==> src/hdl/adc_diag_pkg.sv <==
// Constants and carrier types of the converter diagnostic register bank.
// Assumes a 32-bit AXI4-Lite bus; register index times four is the byte address.
package adc_diag_pkg;
  localparam int ADDR_W = 8;
  localparam int IDX_W  = 6;
  // Register indices
  localparam logic [IDX_W-1:0] IDX_PATTERN_AB  = 6'h0a;
  localparam logic [IDX_W-1:0] IDX_PATTERN_CD  = 6'h0b;
  localparam logic [IDX_W-1:0] IDX_WORD_HIGH   = 6'h0e;
  localparam logic [IDX_W-1:0] IDX_WORD_LOW    = 6'h0f;
  localparam logic [IDX_W-1:0] IDX_HEALTH_TEMP = 6'h10;
  localparam logic [IDX_W-1:0] IDX_TEMP_HIGH   = 6'h11;
  localparam logic [IDX_W-1:0] IDX_DIAG_CTRL   = 6'h13;
  localparam logic [IDX_W-1:0] IDX_TEMP_CTRL   = 6'h14;
  localparam logic [IDX_W-1:0] IDX_DIAG_SEL    = 6'h20;
  localparam logic [IDX_W-1:0] IDX_IRQ_STATUS  = 6'h30;
  localparam logic [IDX_W-1:0] IDX_IRQ_MASK    = 6'h31;
  // Field positions
  localparam int WORD_LOW_POS   = 4;
  localparam int REF_CHECK_POS  = 6;
  localparam int DC_EN_POS      = 5;
  localparam int STATS_EN_POS   = 4;
  localparam int LOW_SPEED_POS  = 0;
  localparam int TEMP_RD_POS    = 2;
  localparam int DC_LEVEL_POS   = 0;
  localparam int STATS_SEL_POS  = 4;
  localparam int HEALTH_B_POS   = 7;
  localparam int HEALTH_D_POS   = 6;
  localparam int HEALTH_A_POS   = 5;
  localparam int CLK_STAT_POS   = 4;
  localparam int TEMP_MID_POS   = 1;
  localparam int HEALTH_C_POS   = 0;
  localparam int TEMP_TOP_POS   = 4;
  localparam int IRQ_CLK_LOST   = 0;
  localparam int IRQ_REF_FAULT  = 1;
  // Values
  localparam logic [3:0] PATTERN_CUSTOM = 4'h5;
  localparam logic [7:0] REG_RESET      = 8'h00;
  localparam logic [1:0] RESP_OKAY      = 2'h0;
  localparam logic [1:0] RESP_SLVERR    = 2'h2;

  typedef struct packed {
    logic [3:0] ref_health;  // Channels D, C, B, A from bit 3 down
    logic       clk_present;
    logic [8:0] temperature;
  } sense_s;

  typedef struct packed {
    logic       ref_check_enable;
    logic       dc_inject_enable;
    logic       statistics_enable;
    logic [1:0] low_speed_sel;
    logic       temperature_readout_enable;
  } diag_ctrl_s;
endpackage

==> src/hdl/adc_diag_config_regs.sv <==
// Diagnostic and test-word register bank of a four-channel 12-bit converter.
// Assumes an AXI4-Lite master on aclk; sense inputs arrive from the analog side
// asynchronously and the temperature word changes slowly relative to aclk.
`timescale 1ns/100ps
module adc_diag_config_regs (
  input  wire logic                               aclk,
  input  wire logic                               aresetn,
  input  wire logic [adc_diag_pkg::ADDR_W-1:0]    s_axi_awaddr,
  input  wire logic [2:0]                         s_axi_awprot,
  input  wire logic                               s_axi_awvalid,
  output logic                                    s_axi_awready,
  input  wire logic [31:0]                        s_axi_wdata,
  input  wire logic [3:0]                         s_axi_wstrb,
  input  wire logic                               s_axi_wvalid,
  output logic                                    s_axi_wready,
  output logic [1:0]                              s_axi_bresp,
  output logic                                    s_axi_bvalid,
  input  wire logic                               s_axi_bready,
  input  wire logic [adc_diag_pkg::ADDR_W-1:0]    s_axi_araddr,
  input  wire logic [2:0]                         s_axi_arprot,
  input  wire logic                               s_axi_arvalid,
  output logic                                    s_axi_arready,
  output logic [31:0]                             s_axi_rdata,
  output logic [1:0]                              s_axi_rresp,
  output logic                                    s_axi_rvalid,
  input  wire logic                               s_axi_rready,
  input  wire adc_diag_pkg::sense_s               sense_in,
  output adc_diag_pkg::diag_ctrl_s                diag_ctrl,
  output logic [2:0]                              dc_inject_level,
  output logic [1:0]                              statistics_channel_select,
  output logic [11:0]                             test_word,
  output logic [3:0]                              custom_pattern_active,
  output logic                                    irq
);

  function automatic logic [adc_diag_pkg::IDX_W-1:0] reg_index(
    input logic [adc_diag_pkg::ADDR_W-1:0] addr
  );
    reg_index = addr[adc_diag_pkg::ADDR_W-1:2];
  endfunction

  function automatic logic mapped(input logic [adc_diag_pkg::IDX_W-1:0] idx);
    case (idx)
      adc_diag_pkg::IDX_PATTERN_AB, adc_diag_pkg::IDX_PATTERN_CD,
      adc_diag_pkg::IDX_WORD_HIGH, adc_diag_pkg::IDX_WORD_LOW,
      adc_diag_pkg::IDX_HEALTH_TEMP, adc_diag_pkg::IDX_TEMP_HIGH,
      adc_diag_pkg::IDX_DIAG_CTRL, adc_diag_pkg::IDX_TEMP_CTRL,
      adc_diag_pkg::IDX_DIAG_SEL, adc_diag_pkg::IDX_IRQ_STATUS,
      adc_diag_pkg::IDX_IRQ_MASK: mapped = 1'b1;
      default: mapped = 1'b0;
    endcase
  endfunction

  adc_diag_pkg::sense_s sense_meta_r;
  adc_diag_pkg::sense_s sense_r;
  adc_diag_pkg::sense_s sense_prev_r;
  logic [7:0]  pattern_ab_r;
  logic [7:0]  pattern_cd_r;
  logic [1:0]  irq_status_r;
  logic [1:0]  irq_mask_r;
  logic [1:0]  irq_event;
  logic        aw_full_r;
  logic        w_full_r;
  logic [adc_diag_pkg::IDX_W-1:0] wr_idx_r;
  logic [7:0]  wr_data_r;
  logic        wr_strb_r;
  logic        wr_fire;
  logic        wr_en;
  logic [7:0]  rd_byte;
  logic [adc_diag_pkg::IDX_W-1:0] rd_idx;

  // Two-stage synchroniser for asynchronous sense inputs
  always_ff @(posedge aclk) begin
    if (!aresetn) begin
      sense_meta_r <= '0;
      sense_r      <= '0;
      sense_prev_r <= '0;
    end else begin
      sense_meta_r <= sense_in;
      sense_r      <= sense_meta_r;
      sense_prev_r <= sense_r;
    end
  end

  // Write address and data may arrive in either order
  assign wr_fire = aw_full_r && w_full_r && !s_axi_bvalid;
  assign wr_en   = wr_fire && wr_strb_r && mapped(wr_idx_r);

  always_ff @(posedge aclk) begin
    if (!aresetn) begin
      aw_full_r     <= 1'b0;
      w_full_r      <= 1'b0;
      s_axi_awready <= 1'b1;
      s_axi_wready  <= 1'b1;
      s_axi_bvalid  <= 1'b0;
      s_axi_bresp   <= adc_diag_pkg::RESP_OKAY;
      wr_idx_r      <= '0;
      wr_data_r     <= '0;
      wr_strb_r     <= 1'b0;
    end else begin
      if (s_axi_awvalid && s_axi_awready) begin
        aw_full_r     <= 1'b1;
        s_axi_awready <= 1'b0;
        wr_idx_r      <= reg_index(s_axi_awaddr);
      end
      if (s_axi_wvalid && s_axi_wready) begin
        w_full_r     <= 1'b1;
        s_axi_wready <= 1'b0;
        wr_data_r    <= s_axi_wdata[7:0];
        wr_strb_r    <= s_axi_wstrb[0];
      end
      if (wr_fire) begin
        s_axi_bvalid <= 1'b1;
        s_axi_bresp  <= mapped(wr_idx_r) ? adc_diag_pkg::RESP_OKAY
                                         : adc_diag_pkg::RESP_SLVERR;
      end
      if (s_axi_bvalid && s_axi_bready) begin
        s_axi_bvalid  <= 1'b0;
        aw_full_r     <= 1'b0;
        w_full_r      <= 1'b0;
        s_axi_awready <= 1'b1;
        s_axi_wready  <= 1'b1;
      end
    end
  end

  // Configuration registers; reserved bits are never stored
  always_ff @(posedge aclk) begin
    if (!aresetn) begin
      test_word    <= '0;
      pattern_ab_r <= adc_diag_pkg::REG_RESET;
      pattern_cd_r <= adc_diag_pkg::REG_RESET;
      diag_ctrl    <= '0;
    end else if (wr_en) begin
      case (wr_idx_r)
        adc_diag_pkg::IDX_WORD_HIGH: test_word[11:4] <= wr_data_r;
        adc_diag_pkg::IDX_WORD_LOW:
          test_word[3:0] <= wr_data_r[adc_diag_pkg::WORD_LOW_POS +: 4];
        adc_diag_pkg::IDX_PATTERN_AB: pattern_ab_r <= wr_data_r;
        adc_diag_pkg::IDX_PATTERN_CD: pattern_cd_r <= wr_data_r;
        adc_diag_pkg::IDX_DIAG_CTRL: begin
          diag_ctrl.ref_check_enable  <= wr_data_r[adc_diag_pkg::REF_CHECK_POS];
          diag_ctrl.dc_inject_enable  <= wr_data_r[adc_diag_pkg::DC_EN_POS];
          diag_ctrl.statistics_enable <= wr_data_r[adc_diag_pkg::STATS_EN_POS];
          diag_ctrl.low_speed_sel     <= wr_data_r[adc_diag_pkg::LOW_SPEED_POS +: 2];
        end
        adc_diag_pkg::IDX_TEMP_CTRL:
          diag_ctrl.temperature_readout_enable <= wr_data_r[adc_diag_pkg::TEMP_RD_POS];
        default: ;
      endcase
    end
  end

  // Level and channel select are taken only while their enable is set
  always_ff @(posedge aclk) begin
    if (!aresetn) begin
      dc_inject_level           <= '0;
      statistics_channel_select <= '0;
    end else if (wr_en && wr_idx_r == adc_diag_pkg::IDX_DIAG_SEL) begin
      if (diag_ctrl.dc_inject_enable)
        dc_inject_level <= wr_data_r[adc_diag_pkg::DC_LEVEL_POS +: 3];
      if (diag_ctrl.statistics_enable)
        statistics_channel_select <= wr_data_r[adc_diag_pkg::STATS_SEL_POS +: 2];
    end
  end

  // Channel order of the flags is D, C, B, A from bit 3 down
  always_ff @(posedge aclk) begin
    if (!aresetn) begin
      custom_pattern_active <= '0;
    end else begin
      custom_pattern_active[0] <= pattern_ab_r[7:4] == adc_diag_pkg::PATTERN_CUSTOM;
      custom_pattern_active[1] <= pattern_ab_r[3:0] == adc_diag_pkg::PATTERN_CUSTOM;
      custom_pattern_active[2] <= pattern_cd_r[7:4] == adc_diag_pkg::PATTERN_CUSTOM;
      custom_pattern_active[3] <= pattern_cd_r[3:0] == adc_diag_pkg::PATTERN_CUSTOM;
    end
  end

  // Events: clock goes missing, or a checked reference health bit drops
  assign irq_event[adc_diag_pkg::IRQ_CLK_LOST]  = sense_prev_r.clk_present
                                                  && !sense_r.clk_present;
  assign irq_event[adc_diag_pkg::IRQ_REF_FAULT] = diag_ctrl.ref_check_enable
                                                  && |(sense_prev_r.ref_health
                                                       & ~sense_r.ref_health);

  // Sticky status, write one to clear; a new event wins over the clear
  always_ff @(posedge aclk) begin
    if (!aresetn) begin
      irq_status_r <= '0;
      irq_mask_r   <= '0;
      irq          <= 1'b0;
    end else begin
      if (wr_en && wr_idx_r == adc_diag_pkg::IDX_IRQ_STATUS)
        irq_status_r <= (irq_status_r & ~wr_data_r[1:0]) | irq_event;
      else
        irq_status_r <= irq_status_r | irq_event;
      if (wr_en && wr_idx_r == adc_diag_pkg::IDX_IRQ_MASK)
        irq_mask_r <= wr_data_r[1:0];
      irq <= |(irq_status_r & irq_mask_r);
    end
  end

  // Read-back multiplexer
  assign rd_idx = reg_index(s_axi_araddr);

  always_comb begin
    rd_byte = '0;
    case (rd_idx)
      adc_diag_pkg::IDX_WORD_HIGH: rd_byte = test_word[11:4];
      adc_diag_pkg::IDX_WORD_LOW:
        rd_byte[adc_diag_pkg::WORD_LOW_POS +: 4] = test_word[3:0];
      adc_diag_pkg::IDX_PATTERN_AB: rd_byte = pattern_ab_r;
      adc_diag_pkg::IDX_PATTERN_CD: rd_byte = pattern_cd_r;
      adc_diag_pkg::IDX_HEALTH_TEMP: begin
        rd_byte[adc_diag_pkg::CLK_STAT_POS] = !sense_r.clk_present;
        if (diag_ctrl.temperature_readout_enable) begin
          rd_byte[adc_diag_pkg::HEALTH_B_POS] = sense_r.temperature[2];
          rd_byte[adc_diag_pkg::HEALTH_D_POS] = sense_r.temperature[1];
          rd_byte[adc_diag_pkg::HEALTH_A_POS] = sense_r.temperature[0];
          rd_byte[adc_diag_pkg::HEALTH_C_POS] = sense_r.temperature[3];
          rd_byte[adc_diag_pkg::TEMP_MID_POS +: 3] = sense_r.temperature[6:4];
        end else if (diag_ctrl.ref_check_enable) begin
          rd_byte[adc_diag_pkg::HEALTH_B_POS] = sense_r.ref_health[1];
          rd_byte[adc_diag_pkg::HEALTH_D_POS] = sense_r.ref_health[3];
          rd_byte[adc_diag_pkg::HEALTH_A_POS] = sense_r.ref_health[0];
          rd_byte[adc_diag_pkg::HEALTH_C_POS] = sense_r.ref_health[2];
        end
      end
      adc_diag_pkg::IDX_TEMP_HIGH:
        if (diag_ctrl.temperature_readout_enable)
          rd_byte[adc_diag_pkg::TEMP_TOP_POS +: 2] = sense_r.temperature[8:7];
      adc_diag_pkg::IDX_DIAG_CTRL: begin
        rd_byte[adc_diag_pkg::REF_CHECK_POS] = diag_ctrl.ref_check_enable;
        rd_byte[adc_diag_pkg::DC_EN_POS]     = diag_ctrl.dc_inject_enable;
        rd_byte[adc_diag_pkg::STATS_EN_POS]  = diag_ctrl.statistics_enable;
        rd_byte[adc_diag_pkg::LOW_SPEED_POS +: 2] = diag_ctrl.low_speed_sel;
      end
      adc_diag_pkg::IDX_TEMP_CTRL:
        rd_byte[adc_diag_pkg::TEMP_RD_POS] = diag_ctrl.temperature_readout_enable;
      adc_diag_pkg::IDX_DIAG_SEL: begin
        rd_byte[adc_diag_pkg::DC_LEVEL_POS +: 3]  = dc_inject_level;
        rd_byte[adc_diag_pkg::STATS_SEL_POS +: 2] = statistics_channel_select;
      end
      adc_diag_pkg::IDX_IRQ_STATUS: rd_byte[1:0] = irq_status_r;
      adc_diag_pkg::IDX_IRQ_MASK:   rd_byte[1:0] = irq_mask_r;
      default: rd_byte = '0;
    endcase
  end

  // Read channel: address taken, data one cycle later
  always_ff @(posedge aclk) begin
    if (!aresetn) begin
      s_axi_arready <= 1'b1;
      s_axi_rvalid  <= 1'b0;
      s_axi_rdata   <= '0;
      s_axi_rresp   <= adc_diag_pkg::RESP_OKAY;
    end else if (s_axi_arvalid && s_axi_arready) begin
      s_axi_arready <= 1'b0;
      s_axi_rvalid  <= 1'b1;
      s_axi_rdata   <= {24'h000000, rd_byte};
      s_axi_rresp   <= mapped(rd_idx) ? adc_diag_pkg::RESP_OKAY
                                      : adc_diag_pkg::RESP_SLVERR;
    end else if (s_axi_rvalid && s_axi_rready) begin
      s_axi_rvalid  <= 1'b0;
      s_axi_arready <= 1'b1;
    end
  end

endmodule

==> config.mk <==
export PLATFORM = sky130hd
export DESIGN_NAME = adc_diag_config_regs
export DESIGN_NICKNAME = d
export VERILOG_FILES = /design/src/hdl/adc_diag_pkg.sv /design/src/hdl/adc_diag_config_regs.sv
export SDC_FILE = /design/constraint.sdc
export NUM_CORES = 1
export LEC_CHECK = 0
export ABC_AREA = 1
export BUFFER_PORTS_ARGS = -buffer_cell sky130_fd_sc_hd__buf_4
export CORE_ASPECT_RATIO = 2
export CORE_MARGIN = 2
export CORE_UTILIZATION = 50
export CTS_BUF_LIST = sky130_fd_sc_hd__clkbuf_2
export DETAILED_ROUTE_END_ITERATION = 10
export GPL_ROUTABILITY_DRIVEN = 0
export PLACE_DENSITY = 0.85
export RECOVER_POWER = 25
export SETUP_SLACK_MARGIN = 0.4
export SLEW_MARGIN = 5
export SYNTH_ARGS = -nofsm -noshare
export SYNTH_HDL_FRONTEND = slang
export SYNTH_SLANG_ARGS = --single-unit
==> constraint.sdc <==
create_clock -name aclk -period 1.9 [get_ports aclk]
set_input_delay 0.38 -clock aclk [delete_from_list [all_inputs] [get_ports aclk]]
set_output_delay 0.38 -clock aclk [all_outputs]
set_load 0.03 [all_outputs]
* After elaboration in Yosys (flattened, before gate mapping)
Index checks and enable logic that the tools add are counted.
Cells by class: add/subtract/negate cells 0, $mul 0, div/mod/pow operators 0, order comparisons 0, equality and inequality tests 26, shifts and indexed selects 0, multiplexer cells 25, bitwise logic cells 8, reduce and logical (&&, ||, !) cells 30
Operators with widths (number):
- 6-bit by 4-bit equality test with 1-bit output, second input constant | 8
- 6-bit by 5-bit equality test with 1-bit output, second input constant | 8
- 6-bit equality test, second input constant | 6
- 2-bit one-hot mux with 8 select lines | 2
- 11-bit OR reduction | 2
- 4-bit by 3-bit equality test with 1-bit output, second input constant | 4
- 2-bit AND reduction | 8
- 1-bit logical AND | 14
- 1-bit two-way mux | 12
- 1-bit one-hot mux with 6 select lines | 2
- 3-bit two-way mux | 3
- 2-bit two-way mux | 4
- 1-bit one-hot mux with 5 select lines | 1
- 2-bit AND | 2
- 4-bit AND | 1
- 4-bit NOT | 1
- 2-bit OR | 2
- 1-bit one-hot mux with 4 select lines | 1
- 2-bit OR reduction | 2
- 4-bit OR reduction | 1
- 1-bit logical NOT | 2
- 2-bit NOT | 1
- 2-bit nonzero test | 1
- 1-bit NOT | 1
Storage, ports and cells: bits in registers 115, bits in latches 0, RAM bits 0, memory bits (read-only) 0, output and inout port bits 69, memories 0

* Longest topological paths before layout
Gate-level depths: netlist of run 1.
word-level depth 6, mapped depth 11, mapped depth without buffers 10

* Worst setup path after synthesis of run 1
OpenSTA, ideal clock, no wires.
path type register -> register, start point reg s_axi_bvalid, end point reg test_word[10], library setup time 132 ps, arrival 1429 ps, path slack 339 ps, stages on the path, launching flop included 8, buffers on the path 1, clock period less this slack 1561 ps, path through dfxtp_1 > inv_1 > nand3_1 > nor2_4 > buf_6 > nand3b_2 > nand2_1 > a21oi_1
Between the ends: word-level cells in the longest chain between the ends 5
Ends and longest elaborated chain:
- start: declaration | line adc_diag_config_regs.sv:17 | output logic s_axi_bvalid,
- start signal: assignment | line adc_diag_config_regs.sv:95 | s_axi_bvalid <= 1'b0;
- start signal: assignment | line adc_diag_config_regs.sv:113 | s_axi_bvalid <= 1'b1;
- start signal: assignment | line adc_diag_config_regs.sv:118 | s_axi_bvalid <= 1'b0;
- 1-bit logical NOT | line adc_diag_config_regs.sv:86 | assign wr_fire = aw_full_r && w_full_r && !s_axi_bvalid;
- 1-bit logical AND | line adc_diag_config_regs.sv:86
- 1-bit logical AND (2 in a row) | line adc_diag_config_regs.sv:87 | assign wr_en = wr_fire && wr_strb_r && mapped(wr_idx_r);
- 2-bit AND reduction (no line)
- end signal: assignment | line adc_diag_config_regs.sv:136 | adc_diag_pkg::IDX_WORD_HIGH: test_word[11:4] <= wr_data_r;
- end: declaration | line adc_diag_config_regs.sv:31 | output logic [11:0] test_word,
No other way between the ends. A chain may end at the register's enable or synchronous reset.

* Worst setup path in the final report of run 1
start point reg wr_idx_r[3] (netlist name), end point reg irq_mask_r[1]
Between the ends: word-level cells in the longest chain between the ends 5, elaborated cells between the ends (all ways) 15, those cells by class eq/ne: 11; mux: 1; reduce/logical: 3
Ends and longest elaborated chain:
- start: declaration | line adc_diag_config_regs.sv:64 | logic [adc_diag_pkg::IDX_W-1:0] wr_idx_r;
- start signal: assignment | line adc_diag_config_regs.sv:104 | wr_idx_r <= reg_index(s_axi_awaddr);
- 6-bit equality test (tied with other cells) | line adc_diag_config_regs.sv:43 | case (idx)
- 11-bit OR reduction | line adc_diag_config_regs.sv:43
- 1-bit two-way mux | line adc_diag_config_regs.sv:43
- 1-bit logical AND | line adc_diag_config_regs.sv:87
- 1-bit logical AND * | line adc_diag_config_regs.sv:197 | if (wr_en && wr_idx_r == adc_diag_pkg::IDX_IRQ_MASK)
- end signal: assignment | line adc_diag_config_regs.sv:198 | irq_mask_r <= wr_data_r[1:0];
- end: declaration | line adc_diag_config_regs.sv:60 | logic [1:0] irq_mask_r;
Every way passes the cells marked *; elsewhere a longest branch is shown, timed or not.

==> results of run 1 <==
==> routing by layer <==
layer / wire length [µm] / vias to the layer above
met1: 5410 / 2440
met5: 0 / -
li1: - / 2471
met3: 1470 / 153
met2: 8240 / 425
met4: 1560 / 0
==> what timing repair did <==
item                                   CTS  global route
setup endpoints to repair               86            99
hold buffers                            31             1
setup buffers                           41            13
resized for setup                      128            29
cloned                                   1             1
pin swaps                               16            15
endpoints found under the hold margin   35             1
==> how the worst max path moves through the flow <==
stage                    start        endpoint  slack, ns  cells past startpoint
3_5_place_dp   s_axi_araddr[4]  s_axi_rdata[4]       0.14                     10
2_1_floorplan     s_axi_bvalid   test_word[10]       0.42                      7
5_1_grt            wr_idx_r[3]   irq_mask_r[0]       0.13                     10
6_report           wr_idx_r[3]   irq_mask_r[1]       0.16                     10
3_3_place_gp   s_axi_araddr[6]  s_axi_rdata[7]       0.15                      7
4_1_cts          test_word[11]   test_word[11]       0.28                      1
==> flip-flops by register name, summed over array words and instances (netlist names), 3 cells and up <==
name and cells:
sense_meta_r 14, sense_r 14, pattern_cd_r 8, sense_prev_r 5, pattern_ab_r 8, wr_data_r 8
diag_ctrl 6, test_word 12, s_axi_rdata 8, dc_inject_level 3, custom_pattern_active 4, wr_idx_r 6
==> where the power goes <==
group          internal [mW]  switching, mW  leakage [nW]
Combinational          0.288          0.429          2.44
Sequential              2.45         0.0976         0.947
Clock                  0.598          0.995         0.126
==> through the flow <==
stage / power, mW / area [µm²] / cells
global route: 5.01 / 7090 / 1013
CTS: 4.74 / 6870 / 997
detailed placement: 3.08 / 5650 / 892
floorplan: 2.95 / 5070 / 712
global placement: 3.07 / 5650 / 892
finish: 4.86 / 7090 / 1013
==> layout make-up <==
cell class / instances / area [µm²]
timing repair buffer: 181 / 1650
multi-input combinational: 470 / 2370
clock buffer: 18 / 90.1
antenna: 1 / 2.50
tap: 132 / 165
sequential: 113 / 2350
clock inverter: 14 / 141
inverter: 84 / 324
fill: 668 / 2610
==> cell usage after synthesis (all sizes together) (3+ instances only) <==
| library cell | count |
|---|---|
| clkbuf | 12 |
| nand3 | 32 |
| nand3b | 4 |
| clkinv | 3 |
| nor3 | 7 |
| dfxtp | 113 |
| a21oi | 45 |
| nand4 | 14 |
| inv | 81 |
| o21ai | 29 |
| nor2 | 103 |
| buf | 35 |
| nand2 | 198 |
==> worst register-to-register path, stage by stage, from the launching register on <==
cell                      delay [ns]
sky130_fd_sc_hd__dfxtp_4        0.41
sky130_fd_sc_hd__buf_6          0.12
sky130_fd_sc_hd__nor2_4         0.13
sky130_fd_sc_hd__nand3_2        0.11
sky130_fd_sc_hd__nand2_2        0.11
sky130_fd_sc_hd__nor2_4         0.06
sky130_fd_sc_hd__nand2_8        0.15
sky130_fd_sc_hd__nand3_1        0.17
sky130_fd_sc_hd__inv_1          0.16
sky130_fd_sc_hd__nand2_1        0.11
sky130_fd_sc_hd__a21oi_1        0.16
==> cells by family after synthesis <==
kind of cell / share of synthesized area (%)
AND/OR/NAND/NOR: 33.1
other: 0.0754
buffers and inverters: 12.7
flip-flops: 45.5
AO/OA/AOI/OAI: 8.73
==> flow_summary.yaml, run 1 <==
clock_network:
  clk_latency_ns: 0.73
  htree_num_levels: 4
  cts_root_buffer: "sky130_fd_sc_hd__clkbuf_2"
  cts_tree: "yes"
  cts-root-to-sink-buffers: 2
  cts_inserted_buffers: 17
  path_clk_slew_ns: 0.19
  clkSinkCount: 113
worst_setup_path:
  worstReg2RegEnd: "irq_mask_r[1]"
  worst_path_dominant_cell_family: "simple AND/OR/NAND/NOR gates"
  critPathBufInv: 2
  cpMaxStageDelayCell: "sky130_fd_sc_hd__dfxtp_4"
  timing.critical_path.fanout_max: 9
  cp_data_arrival_time_ns: 2.41
  count_of_cells_along_the_worst_register_to_register_path: 10
  critPathCaptureType: "flop"
  crit_path_cell_trace: "buf_6, nor2_4, nand3_2, nand2_2, nor2_4, nand2_8, nand3_1, inv_1, nand2_1, a21oi_1"
  startpoint_type: "flop"
  worstSetupPathType: "flop to flop"
  cp.required_ns: 2.57
  worst_path_most_repeated_cell: "sky130_fd_sc_hd__nor2_4"
  reg_to_reg_setup_timing_slack_ns: 0.16
  worst_reg2reg_path_startpoint: "wr_idx_r[3]"
  cp_slowest_stage_delay_ns: 0.41
die:
  row_count: 51
  die_w_um: 74.5
  io_pins: 148
  die_area_um2: 10800
  die_h_um: 145
  initial_util_pct: 51.3
  core_area_um2: 9700
worst_hold_path:
  hold_depth: 5
  capture_endpoint_of_the_worst_hold_path: "s_axi_rdata[1]"
  hold_path_class: "primary input to flop"
  holdCritStartpoint: "s_axi_arvalid"
global_route:
  grt_pass1_wl_um: 24100
  vias_in_the_first_global_route: 5022
  grt_util_all_layers_pct: 29.5
  grt_start_max_net_pins: 60
  use_met1_pct: 29.1
  gr-usage-met3_pct: 7.43
  grt_antenna_before_repair: 1
  gr-total-overflow: 0
  grt_use_met2_pct: 49.4
  most_used_layer_global_route: "met2"
timing:
  max_slew_margin_pct: 65.9
  setup_slack_ns: 0.159
  hold-worst-slack_ns: 0.117
  totalNegativeSetupSlack_ns: 0
  rsz0062_at_grt: "true"
  post-route-period-util_pct: 91.6
  setup_violations: 0
  worstMarginPinSlew_ns: 0.509
  finalMaxSlewViolations: 0
  worst_clock_skew_on_the_final_layout_ns: 0.0377
  time_the_final_worst_path_needs_with_i_o_delays_and_setup_ns: 1.74
  timing.final.hold_violations: 0
  highest_clock_frequency_the_design_can_meet_mhz: 574
drt:
  drt_drc: 0
  drt_iter0_drc: 621
  detailroute.via_count: 5489
  detailedRoute.firstPassIterationCount: 8
  detail-route-antenna-nets: 0
  drt-wirelength-per-cell_um: 16.5
  detail_route.wirelength_um: 16700
  drt_via_density: 5.42
synthesis:
  synth-seq-area-share_pct: 45.5
  yosys_register_bits: 113
  synth_top_flop_cell: "sky130_fd_sc_hd__dfxtp_1"
  post_synth_inst_count: 687
  largest_area_contributor_in_the_netlist: "sky130_fd_sc_hd__dfxtp_1"
  ys_top_cells_by_area: "sky130_fd_sc_hd__dfxtp_1, sky130_fd_sc_hd__nand2_1, sky130_fd_sc_hd__nor2_1"
  synth_largest_type_area_fraction_pct: 45.5
  number_of_synthesized_flops_with_an_enable_pin: 0
  synthesis.area_per_instance_um2: 7.24
  cell_area_after_technology_mapping_um2: 4970
  synth-async-reset-ratio_pct: 0
  ys_types: 42
  synth.yosys.warnings: 0
final_layout:
  drive_above_1_share_pct: 33.1
  layout.cells.most_common_list: "sky130_fd_sc_hd__nand2_1, sky130_fd_sc_hd__buf_4, sky130_fd_sc_hd__nor2_1, sky130_fd_sc_hd__inv_1, sky130_fd_sc_hd__dfxtp_1"
  layout.cells.most_common: "sky130_fd_sc_hd__nand2_1"
  layout.nets: 946
  area_growth_syn_to_layout_pct: 42.5
  postLayoutCoreUtil_pct: 73.1
placed_design:
  post-place-ws_ns: 0.140
  dp.final_hpwl_um: 9110
  place.port_buffers: 84
power:
  powerDensity_nw_per_um2: 685
  p_leak_nw: 3.52
  ir_drop_mv: 0.529
run_status:
  outcome: "complete, no violations"
job:
  maxCapViolCount: 0
Power figures use the tool's default switching activity.
==> run 2: changes to the inputs <==
PLACE_DENSITY = 0.76   (was 0.85)
==> run 2 against run 1 <==
Compared with the run above:
- largest power group unchanged
- highest routed layer unchanged
- final area up 2.7%
- critical path type unchanged
- count of clock-buffer cells in the layout stayed put
- clock skew shrank 0.0029 ns
- critical endpoint is now diag_ctrl[3]
==> flow_summary.yaml, run 2 (synthesized netlist as in run 1, its figures left out) <==
run_status:
  outcome: "complete, no violations"
timing:
  worst_clock_skew_on_the_final_layout_ns: 0.0348
  finalMaxSlewViolations: 0
  post-route-period-util_pct: 91.6
  max_slew_margin_pct: 3.66
  highest_clock_frequency_the_design_can_meet_mhz: 575
  timing.final.hold_violations: 0
  worstMarginPinSlew_ns: 1.45
  totalNegativeSetupSlack_ns: 0
  setup_violations: 0
  time_the_final_worst_path_needs_with_i_o_delays_and_setup_ns: 1.74
  rsz0062_at_grt: "true"
final_layout:
  drive_above_1_share_pct: 36.3
  area_growth_syn_to_layout_pct: 46.4
  reg.largest.list: "sense_meta_r (14), sense_r (14), test_word (12)"
  layout.cells.most_common_list: "sky130_fd_sc_hd__nand2_1, sky130_fd_sc_hd__buf_4, sky130_fd_sc_hd__nor2_1, sky130_fd_sc_hd__inv_1, sky130_fd_sc_hd__dfxtp_1"
  layout.cells.most_common: "sky130_fd_sc_hd__nand2_1"
  layout.nets: 952
  post_layout_nonfiller_instances: 1019
worst_setup_path:
  cp.required_ns: 2.51
  cp_data_arrival_time_ns: 2.35
  timing.critical_path.fanout_max: 8
  worstSetupPathType: "flop to flop"
  startpoint_type: "flop"
  cpMaxStageDelayCell: "sky130_fd_sc_hd__dfxtp_4"
  cp_slowest_stage_delay_ns: 0.42
  critPathCaptureType: "flop"
  crit_path_cell_trace: "inv_4, nor2_4, nand3_2, nand2_2, nor2_4, buf_6, nand2_8, nand3b_4, nand2_2, nand2_1, nor2_1"
drt:
  drt-wirelength-per-cell_um: 15.7
  detailroute.via_count: 5289
  detail-route-antenna-nets: 0
  detailedRoute.firstPassIterationCount: 5
  drt_drc: 0
  detail_route.wirelength_um: 16000
  drt_via_density: 5.19
  drt_iter0_drc: 447
placed_design:
  place_inst: 896
  place.port_buffers: 84
  dp.final_hpwl_um: 9380
power:
  pwr-share-seq_pct: 50.6
  powerDensity_nw_per_um2: 690
  net_switching_fraction_of_the_power_pct: 30.0
  ir_drop_mv: 0.540
  net-switching-power_mw: 1.51
  cell_internal_pwr_mw: 3.52
  comb_power_share_pct: 15.5
  p_leak_nw: 3.54
  pwr-share-clk_pct: 33.9
die:
  die_w_um: 74.5
  row_count: 51
  die_h_um: 145
  initial_util_pct: 51.3
  core_area_um2: 9700
  die_area_um2: 10800
  io_pins: 148
clock_network:
  clkSinkCount: 113
  cts_inserted_buffers: 17
  clk_latency_ns: 0.70
  cts_root_buffer: "sky130_fd_sc_hd__clkbuf_2"
  cts-root-to-sink-buffers: 2
  cts_tree: "yes"
  htree_num_levels: 4
  path_clk_slew_ns: 0.19
global_route:
  vias_in_the_first_global_route: 5090
  gr-total-overflow: 0
  grt_antenna_before_repair: 1
  grt_pass1_wl_um: 23500
  grt_start_max_net_pins: 76
  grt_util_all_layers_pct: 28.8
job:
  maxCapViolCount: 0
worst_hold_path:
  hold_path_class: "primary input to flop"
==> run 2: power groups by stage <==
stage | Clock, mW | Sequential, mW | Combinational, mW
after floorplan | 0 | 2.58 | 0.366
after global placement | 0 | 2.57 | 0.493
after detailed placement | 0 | 2.58 | 0.508
after CTS | 1.71 | 2.53 | 0.694
after global routing | 1.81 | 2.55 | 0.835
final | 1.70 | 2.54 | 0.779
==> run 2: path summary, 6_finish.rpt <==
kind	start	to	slack, ns	cells after the start
setup reg to reg	wr_idx_r[4]	diag_ctrl[3]	0.16	11
setup / recovery	wr_idx_r[4]	diag_ctrl[3]	0.16	11
hold reg to reg	sense_meta_r[7]	sense_r[7]	0.42	2
hold / removal	aresetn	custom_pattern_active[0]	0.1	3
==> run 2: repair_timing <==
item / 4_1_cts / 5_1_grt
setup endpoints to repair: 86 / 98
hold endpoints to repair: 33 / 0
resized for setup: 139 / 52
pin swaps: 22 / 25
cloned: 4 / 0
buffers inserted: 39 / 16
hold buffers: 31 / 0
==> run 2: per-layer routing <==
layer	vias up	track usage, %	share of wire (%)
li1	2491	-	-
met1	2402	28.1	34
met2	299	49.7	52
met3	97	7.36	6.4
met4	0	20.3	7.8
met5	-	0	0
==> run 2: worst max-delay path: cells and delay by family, from the launching register on <==
family / cells / cell delay, ns
simple gates: 9 / 1.06
flops: 1 / 0.42
buf+inv: 2 / 0.17
==> run 2: final cells by class <==
class | count | area (µm²)
timing repair buffer | 185 | 1700
clock inverter | 14 | 164
fill | 669 | 2420
sequential | 113 | 2350
antenna | 1 | 2.50
inverter | 84 | 330
multi-input combinational | 472 | 2490
tap | 132 | 165
clock buffer | 18 | 90.1
==> run 2: stage by stage <==
step	setup WS (ns)	utilization (%)	total power, mW	instance area [µm²]	hold WS, ns
finish	0.160	75.1	5.03	7280	0.0978
global route	0.0943	75.1	5.19	7280	0.0747
CTS	0.253	72.1	4.93	6990	0.0601
detailed placement	0.216	58.6	3.09	5680	0.399
global placement	0.251	58.6	3.07	5680	0.393
floorplan	0.420	-	2.95	5070	0.390
==> run 3: changes to the inputs <==
CORE_MARGIN = 3   (was 2)
==> run 3 against run 2 <==
Compared with the run above:
- flip-flop and latch count unchanged
- wire length is 2.2% higher
- count of clock-buffer cells in the layout increased by 1
- fmax is 4.5% lower
- non-clock buffer count fell by 2
- core utilization increased by 0.65 points
- critical path depth unchanged
- first-iteration DRC count up 45%
- hold slack better by 0.016 ns
- die area rose by 4.1%
==> flow_summary.yaml, run 3 (synthesized netlist as in run 1, its figures left out) <==
run_status:
  outcome: "complete, no violations"
drt:
  detail-route-antenna-nets: 0
  detail_route.wirelength_um: 16300
  drt_drc: 0
  drt_via_density: 5.30
  drt-wirelength-per-cell_um: 16.1
  detailroute.via_count: 5372
  drt_iter0_drc: 647
  detailedRoute.firstPassIterationCount: 9
power:
  cell_internal_pwr_mw: 3.62
  comb_power_share_pct: 14.9
  pwr-share-seq_pct: 49.9
  pwr-share-clk_pct: 35.2
  powerDensity_nw_per_um2: 707
  net-switching-power_mw: 1.47
  p_leak_nw: 3.56
  net_switching_fraction_of_the_power_pct: 28.9
  total_power_mw: 5.09
  ir_drop_mv: 0.871
placed_design:
  dp.final_hpwl_um: 9540
  place_inst: 891
  post-place-ws_ns: 0.122
  place.port_buffers: 84
  dpl_cell_area_um2: 5660
final_layout:
  post_layout_nonfiller_instances: 1014
  filler_cells_inserted: 689
  layout.cells.most_common: "sky130_fd_sc_hd__nand2_1"
  drive_above_1_share_pct: 34.0
  final_cell_area_um2: 7200
  layout.cells.most_common_list: "sky130_fd_sc_hd__nand2_1, sky130_fd_sc_hd__buf_4, sky130_fd_sc_hd__nor2_1, sky130_fd_sc_hd__inv_1, sky130_fd_sc_hd__dfxtp_1"
  reg.largest.list: "sense_meta_r (14), sense_r (14), test_word (12)"
  layout.nets: 950
  area_growth_syn_to_layout_pct: 44.8
timing:
  finalMaxSlewViolations: 0
  worst_clock_skew_on_the_final_layout_ns: 0.0216
  rsz0062_at_grt: "true"
  timing.final.hold_violations: 0
  highest_clock_frequency_the_design_can_meet_mhz: 549
  time_the_final_worst_path_needs_with_i_o_delays_and_setup_ns: 1.82
  setup_violations: 0
  setup_slack_ns: 0.0775
  post-route-period-util_pct: 95.9
  totalNegativeSetupSlack_ns: 0
clock_network:
  clkSinkCount: 113
  htree_num_levels: 4
  cts_root_buffer: "sky130_fd_sc_hd__clkbuf_2"
  cts_inserted_buffers: 17
  path_clk_slew_ns: 0.18
  cts_tree: "yes"
  cts-root-to-sink-buffers: 2
  clk_latency_ns: 0.70
global_route:
  grt_start_max_net_pins: 60
  gr-total-overflow: 0
  vias_in_the_first_global_route: 5369
  grt_pass1_wl_um: 24300
  grt_antenna_before_repair: 1
  grt_util_all_layers_pct: 27.4
worst_setup_path:
  cp.required_ns: 2.50
  critPathCaptureType: "flop"
  cp_data_arrival_time_ns: 2.43
  timing.critical_path.fanout_max: 8
  cp_slowest_stage_delay_ns: 0.42
  worstSetupPathType: "flop to flop"
  crit_path_cell_trace: "inv_4, nor2_4, nand3_2, nand2_2, nor2_4, buf_6, nand2_8, nand2_8, nor2_8, nand2_2, a21oi_2"
  cpMaxStageDelayCell: "sky130_fd_sc_hd__dfxtp_4"
  startpoint_type: "flop"
die:
  die_w_um: 76.5
  io_pins: 148
  initial_util_pct: 52.3
  core_area_um2: 9510
  die_area_um2: 11300
  die_h_um: 147
  row_count: 50
worst_hold_path:
  hold_path_class: "primary input to flop"
job:
  maxCapViolCount: 0
run 3: cell types whose count changed in the layout (fill, tap and decap cells not counted), moves of 2 or more:
| cell | change |
|---|---|
| sky130_fd_sc_hd__nand2_1 | +8 |
| sky130_fd_sc_hd__nor2_2 | -4 |
| sky130_fd_sc_hd__inv_6 | -2 |
| sky130_fd_sc_hd__clkinv_2 | +4 |
| sky130_fd_sc_hd__nand2_2 | -8 |
| sky130_fd_sc_hd__clkinvlp_4 | -4 |
| sky130_fd_sc_hd__nor2_1 | +6 |
| sky130_fd_sc_hd__nor2_4 | -2 |
| sky130_fd_sc_hd__a21oi_2 | -3 |
| sky130_fd_sc_hd__buf_6 | -5 |
| sky130_fd_sc_hd__a21oi_1 | +3 |
run 3: path summary, 6_finish.rpt:
kind | start | end | slack [ns] | cells after the start
max | wr_idx_r[4] | test_word[11] | 0.08 | 11
max reg2reg | wr_idx_r[4] | test_word[11] | 0.08 | 11
min | s_axi_arvalid | s_axi_rvalid | 0.11 | 4
min reg2reg | sense_meta_r[7] | sense_r[7] | 0.42 | 2
run 3: worst max-delay path, delay by kind of cell, from the launching register on:
family                 cells  cell delay, ns
and+or+nand+nor            8            0.88
AOI/OAI and AO/OA          1            0.23
DFF                        1            0.42
buffers and inverters      2            0.19
run 3: final cells by class:
type,count,area (µm²),share of cell area (%)
Multi-Input combinational cell,472,2420,33.7
Sequential cell,113,2350,32.6
Timing Repair Buffer,183,1680,23.3
Inverter,84,329,4.57
Clock inverter,12,166,2.31
Tap cell,130,163,2.26
Clock buffer,19,95.1,1.32
Antenna cell,1,2.50,0.0347
run 3: timing repair:
item	in CTS	in global routing
hold buffers	32	0
gates cloned	4	0
endpoints found under the setup margin	87	94
pin swaps	18	19
resized for setup	132	35
hold endpoints to repair	34	0
buffers inserted	42	13
run 3: stage by stage:
step | utilization (%) | hold WS [ns]
3_5_place_dp | 59.5 | 0.399
2_1_floorplan | - | 0.390
5_1_grt | 75.7 | 0.113
3_3_place_gp | 59.5 | 0.392
6_report | 75.7 | 0.114
4_1_cts | 73.4 | 0.0918
run 3: power by group through the flow:
stage	clock network [mW]	registers [mW]	logic (mW)
floorplan	0	2.58	0.366
global placement	0	2.58	0.490
detailed placement	0	2.58	0.505
CTS	1.78	2.53	0.678
global route	1.90	2.55	0.809
finish	1.79	2.54	0.758
run 3: per-layer routing:
layer / GRT usage, % / part of all wire (%) / wire length (µm)
met4: 20.9 / 7.3 / 1190
met2: 49.5 / 52 / 8480
met1: 25.9 / 33 / 5430
met3: 6.93 / 7.5 / 1220
met5: 0 / 0 / 0
